--- src/cfrc_pkg.sv ---
package cfrc_pkg;
  // Command codes of the two fault response bytes
  localparam logic [7:0] OC_ACTION_CODE = 8'he5;
  localparam logic [7:0] UC_ACTION_CODE = 8'he6;
  // Field positions inside a response byte
  localparam int MODE_HI = 7;
  localparam int MODE_LO = 6;
  localparam int COUNT_HI = 5;
  localparam int COUNT_LO = 3;
  localparam int DELAY_HI = 2;
  localparam int DELAY_LO = 0;
  // Field codes
  localparam logic [1:0] MODE_DISABLE_RETRY = 2'h2;
  localparam logic [2:0] COUNT_NO_RETRY = 3'h0;
  localparam logic [2:0] COUNT_FOREVER = 3'h7;
  // Reset value of both response bytes: disable and retry, no retry, 35 ms
  localparam logic [7:0] ACTION_RESET = 8'h80;
  // Channel indices
  localparam int CH_OC = 0;
  localparam int CH_UC = 1;
  localparam int NUM_CH = 2;
  // Timing: one retry step, in ms, at a 10 MHz clock
  localparam int unsigned CLK_HZ = 10_000_000;
  localparam int unsigned RETRY_STEP_MS = 35;
  localparam int unsigned RETRY_STEP_CYCLES = RETRY_STEP_MS * (CLK_HZ / 1000);
  localparam int TIMER_W = 22;
  localparam int SYNC_STAGES = 2;

  typedef struct packed {
    logic [1:0] mode;
    logic [2:0] count;
    logic [2:0] delay;
  } cfrc_cfg_t;
endpackage : cfrc_pkg

--- src/cfrc_channel.sv ---
`timescale 1ns/1ps
module cfrc_channel #(
  parameter int unsigned STEP_CYCLES = cfrc_pkg::RETRY_STEP_CYCLES
) (
  // Clock and control
  input wire logic clk,
  input wire logic srst,
  input wire logic ce,
  // Configuration and conditions
  input cfrc_pkg::cfrc_cfg_t cfg,
  input wire logic fault,
  input wire logic stop_retry,
  input wire logic clear_fault,
  // Results
  output logic trip,
  output logic out_allow
);
  import cfrc_pkg::*;

  typedef enum logic [1:0] {RUN, DELAY, HOLD} cfrc_state_t;

  cfrc_state_t state;
  logic fault_d;
  logic fresh;
  logic [2:0] used;
  logic [2:0] step;
  logic [TIMER_W-1:0] tmr;
  logic shut_now;
  logic exhausted;
  logic delay_done;

  assign shut_now = (state == RUN) && fault && (cfg.mode == MODE_DISABLE_RETRY);
  // Rising edge reports every mode; a persisting fault after restart reports again
  assign trip = (fault && !fault_d) || shut_now;
  assign exhausted = (cfg.count == COUNT_NO_RETRY) ||
                     ((cfg.count != COUNT_FOREVER) && (used >= cfg.count));
  assign delay_done = (step == cfg.delay) && (tmr == TIMER_W'(STEP_CYCLES - 1));
  assign out_allow = (state == RUN);

  always_ff @(posedge clk) begin
    if (srst) begin
      fault_d <= 1'b0;
    end else if (ce) begin
      fault_d <= fault;
    end
  end

  always_ff @(posedge clk) begin
    if (srst) begin
      state <= RUN;
      tmr <= '0;
      step <= '0;
    end else if (ce) begin
      unique case (state)
        RUN: begin
          tmr <= '0;
          step <= '0;
          if (shut_now) begin
            state <= exhausted ? HOLD : DELAY;
          end
        end
        DELAY: begin
          if (stop_retry) begin
            state <= HOLD;
          end else if (delay_done) begin
            state <= RUN;
          end else if (tmr == TIMER_W'(STEP_CYCLES - 1)) begin
            tmr <= '0;
            step <= step + 3'h1;
          end else begin
            tmr <= tmr + TIMER_W'(1);
          end
        end
        HOLD: begin
          if (clear_fault) begin
            state <= RUN;
          end
        end
        // The spare code parks the output off until the host clears
        default: begin
          state <= HOLD;
        end
      endcase
    end
  end

  // Attempt counter; a clean first cycle after a restart earns a fresh budget
  always_ff @(posedge clk) begin
    if (srst) begin
      used <= '0;
      fresh <= 1'b0;
    end else if (ce) begin
      fresh <= (state == DELAY) && delay_done && !stop_retry;
      if (clear_fault || (fresh && !fault && state == RUN)) begin
        used <= '0;
      end else if (state == DELAY && delay_done && !stop_retry && cfg.count != COUNT_FOREVER) begin
        used <= used + 3'h1;
      end
    end
  end

  // Helper: cycles spent in the delay state
  logic [TIMER_W+1:0] dly_cycles;
  always_ff @(posedge clk) begin
    if (srst || state != DELAY) begin
      dly_cycles <= '0;
    end else if (ce) begin
      dly_cycles <= dly_cycles + (TIMER_W+2)'(1);
    end
  end
endmodule : cfrc_channel

--- src/cfrc_top.sv ---
`timescale 1ns/1ps
// How it works
// Every response mode pulls the alert line low and sets the fault status bit.
// Mode 10 switches the output off at once, then restarts per the count.
// Counts one to six give exactly that many restart attempts.
// Count 000 never restarts; output stays off until the fault is cleared.
// Count 111 retries forever until commanded off, bias lost or other shutdown.
// Delay between attempts is (retry time + 1) times 35 ms.
// The overcurrent byte uses the standard format and sets the overcurrent bit.
// The undercurrent byte uses the standard format and sets the undercurrent bit.
// Both bytes are read and written as single bytes; reads return last write.
// Attempt budget reloads on fault clear or on a clean restart.
module cfrc_top #(
  parameter int unsigned STEP_CYCLES = cfrc_pkg::RETRY_STEP_CYCLES
) (
  // Clock and control
  input wire logic clk,
  input wire logic srst,
  input wire logic ce,
  // Byte command port from the bus transport
  input wire logic [7:0] cmd_code,
  input wire logic cmd_wr,
  input wire logic cmd_rd,
  input wire logic [7:0] cmd_wdata,
  output logic [7:0] cmd_rdata,
  output logic cmd_rvalid,
  input wire logic clear_faults,
  // Fault comparators and power pins
  input wire logic oc_fault_pin,
  input wire logic uc_fault_pin,
  input wire logic output_on_pin,
  input wire logic bias_ok_pin,
  // Alert line, open drain
  output logic alert_line_n_o,
  output logic alert_line_n_oe,
  // Status and power stage
  output logic status_oc,
  output logic status_uc,
  output logic output_enable
);
  import cfrc_pkg::*;

  localparam int NPIN = 4;

  logic [7:0] oc_action;
  logic [7:0] uc_action;
  cfrc_cfg_t cfg [NUM_CH];
  logic [NPIN-1:0] pins_raw;
  logic [NPIN-1:0] sync_a;
  logic [NPIN-1:0] sync_b;
  logic [NUM_CH-1:0] fault_s;
  logic cmd_on;
  logic bias_ok;
  logic [NUM_CH-1:0] trip;
  logic [NUM_CH-1:0] allow;
  logic [NUM_CH-1:0] status;
  logic [NUM_CH-1:0] stop_retry;
  // Trips that must cut the output; report-only modes never do
  logic [NUM_CH-1:0] shut_req;

  assign pins_raw = {bias_ok_pin, output_on_pin, uc_fault_pin, oc_fault_pin};
  assign fault_s = sync_b[1:0];
  assign cmd_on = sync_b[2];
  assign bias_ok = sync_b[3];

  // Pins come from the analog side, so each passes two flops first
  genvar gp;
  generate
    for (gp = 0; gp < NPIN; gp++) begin : g_sync
      always_ff @(posedge clk) begin
        if (srst) begin
          sync_a[gp] <= 1'b0;
          sync_b[gp] <= 1'b0;
        end else if (ce) begin
          sync_a[gp] <= pins_raw[gp];
          sync_b[gp] <= sync_a[gp];
        end
      end
    end
  endgenerate

  // Response bytes, single-byte writes
  always_ff @(posedge clk) begin
    if (srst) begin
      oc_action <= ACTION_RESET;
      uc_action <= ACTION_RESET;
    end else if (ce && cmd_wr) begin
      if (cmd_code == OC_ACTION_CODE) begin
        oc_action <= cmd_wdata;
      end
      if (cmd_code == UC_ACTION_CODE) begin
        uc_action <= cmd_wdata;
      end
    end
  end

  // Reads answer one cycle later; unknown codes return zero
  always_ff @(posedge clk) begin
    if (srst) begin
      cmd_rdata <= 8'h00;
      cmd_rvalid <= 1'b0;
    end else if (ce) begin
      cmd_rvalid <= cmd_rd;
      if (cmd_rd) begin
        unique case (cmd_code)
          OC_ACTION_CODE: cmd_rdata <= oc_action;
          UC_ACTION_CODE: cmd_rdata <= uc_action;
          default: cmd_rdata <= 8'h00;
        endcase
      end
    end
  end

  assign cfg[CH_OC] = cfrc_cfg_t'(oc_action);
  assign cfg[CH_UC] = cfrc_cfg_t'(uc_action);

  // Retrying ends when the output is commanded off, bias drops, or the other channel shut down
  assign stop_retry[CH_OC] = !cmd_on || !bias_ok || !allow[CH_UC];
  assign stop_retry[CH_UC] = !cmd_on || !bias_ok || !allow[CH_OC];

  genvar gc;
  generate
    for (gc = 0; gc < NUM_CH; gc++) begin : g_ch
      cfrc_channel #(
        .STEP_CYCLES(STEP_CYCLES)
      ) u_ch (
        .clk(clk),
        .srst(srst),
        .ce(ce),
        .cfg(cfg[gc]),
        .fault(fault_s[gc]),
        .stop_retry(stop_retry[gc]),
        .clear_fault(clear_faults),
        .trip(trip[gc]),
        .out_allow(allow[gc])
      );

      assign shut_req[gc] = trip[gc] && (cfg[gc].mode == MODE_DISABLE_RETRY);

      // Sticky status: a trip in the clearing cycle wins
      always_ff @(posedge clk) begin
        if (srst) begin
          status[gc] <= 1'b0;
        end else if (ce) begin
          if (trip[gc]) begin
            status[gc] <= 1'b1;
          end else if (clear_faults) begin
            status[gc] <= 1'b0;
          end
        end
      end
    end
  endgenerate

  assign status_oc = status[CH_OC];
  assign status_uc = status[CH_UC];
  assign alert_line_n_o = 1'b0;
  assign alert_line_n_oe = |status;

  // Output path is cut in the very cycle a channel decides to shut
  always_ff @(posedge clk) begin
    if (srst) begin
      output_enable <= 1'b0;
    end else if (ce) begin
      output_enable <= cmd_on && bias_ok && (&allow) && !(|shut_req);
    end
  end
endmodule : cfrc_top

--- config.mk ---
export PLATFORM = sky130hd
export DESIGN_NAME = cfrc_top
export DESIGN_NICKNAME = d
export VERILOG_FILES = /design/src/cfrc_pkg.sv /design/src/cfrc_channel.sv /design/src/cfrc_top.sv
export SDC_FILE = /design/constraint.sdc
export NUM_CORES = 1
export LEC_CHECK = 0
export BUFFER_PORTS_ARGS = -buffer_cell sky130_fd_sc_hd__buf_2
export CELL_PAD_IN_SITES_DETAIL_PLACEMENT = 1
export CELL_PAD_IN_SITES_GLOBAL_PLACEMENT = 1
export CORE_UTILIZATION = 50
export CTS_CLUSTER_DIAMETER = 60
export DETAILED_ROUTE_END_ITERATION = 8
export PLACE_DENSITY_LB_ADDON = 0.08
export SYNTH_ARGS = -nofsm -noshare
export SYNTH_HDL_FRONTEND = slang
export SYNTH_HIERARCHICAL = 1
export SYNTH_SLANG_ARGS = --single-unit
--- constraint.sdc ---
create_clock -name clk -period 6.8 [get_ports clk]
set_clock_uncertainty 0.2 [all_clocks]
set_input_delay 0.68 -clock clk [delete_from_list [all_inputs] [get_ports clk]]
set_output_delay 0.68 -clock clk [all_outputs]
set_load 0.01 [all_outputs]
==> results.md <==
* P_sw at roughly 250 µW
* Port Buffer Count at 38
* Area after DPL at 5730 µm²
* Critical Path Source Type: flip-flop
* Finished Core Util at 56.6%
* Critical path cell sequence: nor2_1 -> nand3_1 -> nand2_1 -> nand2_1 -> o21bai_2 -> o211ai_1
* Worst-Skew Late Latency at 380 ps
* Worst Path Buf+Inv at 0
* Post-synth EDFFs at 0
* Layout Area Growth over Synthesis at 7.85%
* Clock sinks at 100
* Tmin final at 3200 ps
* CTS max path bufs at 2
* Die X at 107 µm
* Worst-path clk slew at 90 ps
* Crit path top cell by count: nand2_1
* Die ar. at 11400 µm²
* Inserted Clock Buffers at 9
* Hold WS at about 280 ps
* Post-DP HPWL at 9.96 mm
* Drt initial violations at 251
* Cell Rows at 37
* FF+latch count, synth at 100
* H-Tree Depth at 3
* CTS tree: built
* Synth Net Count at 651
* Hold Path Class: flip-flop to flip-flop
* Initial Util at 52.4%
* Largest net degree at the start of global routing at 72
* Sum Neg Setup Slack at 0 ps
* Maximum vdd drop at ~0.16 mV
* Final Cycle Share at a little under half
* Final instance area at 5940 µm²
* Leakage power at around 2.1 nW
* Post-placement cell count at 760
* Clock power share at about two fifths
* Final ANT Viol Nets at 0
* Initial antenna violation count at 0
* # hold bufs at CTS at 0
* Core area at 10500 µm²
* Non-Filler Instances at between 700 and 800
* DR WL/cell at between 15 and 20 µm
* Slew margin rel. at 30.8%
* Mapped cell area at 5510 µm²
* Syn. warnings at 6
* Combinational power share at 6.1%
* RSZ-0062 raised after global routing: no
* Final total power at 1.08 mW
* Synth unique cells at slightly above 70
* # diodes at 0
* Ports at 40
* Pre-CTS WS at around 3400 ps
* Slack of the critical path at 3600 ps
* Predominant post-synthesis flop cell: dfxtp_1
* Syn avg cell area at 8.99 µm²
* Layout cells sized above 1 at around 15%
* Arr. time, crit path at 3240 ps
* CP required at between 6000 and 7000 ps
* CP endpoint kind: flip-flop
* Switching share of power at 23.5%
* PwrDens at 182 nW/µm²
* Gate Count Post-Synth at 613
* DRC at 0
* Family with the most delay on the worst path: simple AND/OR/NAND/NOR gates
* Maxcap violations at 0
* Nets at 673
* Ys async rst share at 0%
* Slowest stage cell, crit path: o21bai_2
* Aggregate global routing overflow at 0
* Max-slew violation count at 0
* Seq pwr share at 54.9%
* GPL Wtd Cong at between 0.8 and 0.9
* Routed via count at ~4700
* Final count of negative-setup-slack endpoints at 0
* Crit Path Class: flip-flop to flip-flop
* Global-route wire length before repair at 23.6 mm
* Final hold vios at 0
* Sequential share of the synthesized area at between 30% and 40%
* F_max at roughly 310 MHz
* Int Power at 829 µW
* GRT Overall Usage at 26.1%
* CP peak stage delay at 900 ps
* Vias in the first global route at 4895
* Outcome: finished clean
* Die Ht at 107 µm
* CTS Root Cell: clkbuf_8
* Via density at between 6 and 7
* Worst-path fanout max at 22
* Post-CTS Setup Bufs at 0
* DRT Pass-1 Iters at 5
* Worst-Margin Slew at 1030 ps
* PostCTS Resize Cnt at 0
* Routed WL at 14.1 mm
-- worst paths after layout --
kind / from / end / slack [ps] / depth (start not counted)
worst max-delay path: g_ch[0].u_ch/state[1] / g_ch[1].u_ch/tmr[11] / 3600 / 6
worst min-delay path: g_ch[1].u_ch/fresh / g_ch[1].u_ch/fresh / 280 / 2
worst max register to register: g_ch[0].u_ch/state[1] / g_ch[1].u_ch/tmr[11] / 3600 / 6
worst min register to register: g_ch[1].u_ch/fresh / g_ch[1].u_ch/fresh / 280 / 2
-- cells in the final DEF, fill, tap and decap left out, types with 5 or more instances in the layout --
master    instances
inv_1            17
nand2b_1         33
dfxtp_1         100
or4_1            11
nand3b_1          6
or3_1            15
nand2_1          43
or2_2             6
nand4_1           6
o211ai_1          5
o21ai_1           9
nand4b_1          5
buf_2            38
and2_1           11
clkbuf_8         10
a31oi_1           8
ha_1             12
nor3_1           20
a21oi_1          34
a221o_1           7
mux2i_1          31
nor4_1            6
nor2_1           46
o31ai_1          12
nand3_1          20
or3b_2            6
or4b_1            5
xnor2_1          25
o21ai_0           8
-- cell families after synthesis --
family	Yosys count	share of synthesized area, %
other	1	0.0680
DFF	100	36.3
and+or+nand+nor	288	33.8
adders and majority gates	12	2.72
xor gates and xnor gates	27	4.29
muxes	31	5.63
buffers and inverters	46	4.11
AOI/OAI and AO/OA	108	13.1
-- cell usage after synthesis (all sizes together), types with 8 or more instances --
library cell | count | share of area [%]
a21oi | 34 | 3.1
a31oi | 8 | 0.91
and2 | 11 | 1.2
buf | 17 | 2.0
clkbuf | 12 | 1.0
dfxtp | 100 | 36
ha | 12 | 2.7
inv | 17 | 1.2
mux2i | 31 | 5.6
nand2 | 43 | 2.9
nand2b | 33 | 3.7
nand3 | 20 | 1.8
nand4 | 10 | 1.6
nand4b | 8 | 1.9
nor2 | 46 | 3.1
nor3 | 21 | 2.1
nor4 | 12 | 2.7
o21ai | 17 | 1.5
o31ai | 12 | 1.6
or3 | 19 | 2.5
or4 | 12 | 1.7
or4b | 9 | 1.7
xnor2 | 25 | 4.0
-- power by group through the flow --
stage / logic, mW / registers (mW) / clock network, mW
3_3_place_gp: 0.0629 / 0.608 / 0
3_5_place_dp: 0.0656 / 0.608 / 0
5_1_grt: 0.0729 / 0.596 / 0.456
4_1_cts: 0.0663 / 0.595 / 0.436
6_report: 0.0661 / 0.595 / 0.423
2_1_floorplan: 0.0446 / 0.607 / 0
-- worst min-delay path, cell delays in order, from the launching register on --
cell	delay [ps]
dfxtp_1	320
nand2b_1	70
a21oi_1	60
-- flip-flops by register name, summed over array words and instances (netlist names), 4 cells and up --
name / count
g_ch.u_ch/step: 6
g_ch.u_ch/tmr: 44
oc_action: 8
g_ch.u_ch/state: 4
sync_a: 4
g_ch.u_ch/used: 6
uc_action: 8
cmd_rdata: 8
-- area by class of cell --
| cell class | instances | area (µm²) |
|---|---|---|
| Clock buffer | 11 | 141 |
| Clock inverter | 5 | 75.1 |
| Fill cell | 1228 | 4560 |
| Inverter | 17 | 63.8 |
| Multi-Input combinational cell | 467 | 3290 |
| Sequential cell | 100 | 2000 |
| Tap cell | 136 | 170 |
| Timing Repair Buffer | 40 | 205 |
-- routing by layer --
metal / up-vias / track usage (%) / routed length, µm
li1: 2289 / - / -
met1: 2304 / 31.0 / 6360
met2: 80 / 46.2 / 6960
met3: 18 / 6.14 / 533
met4: 0 / 8.12 / 264
met5: - / 0 / 0
No activity file was read; power rests on OpenSTA's default activity.
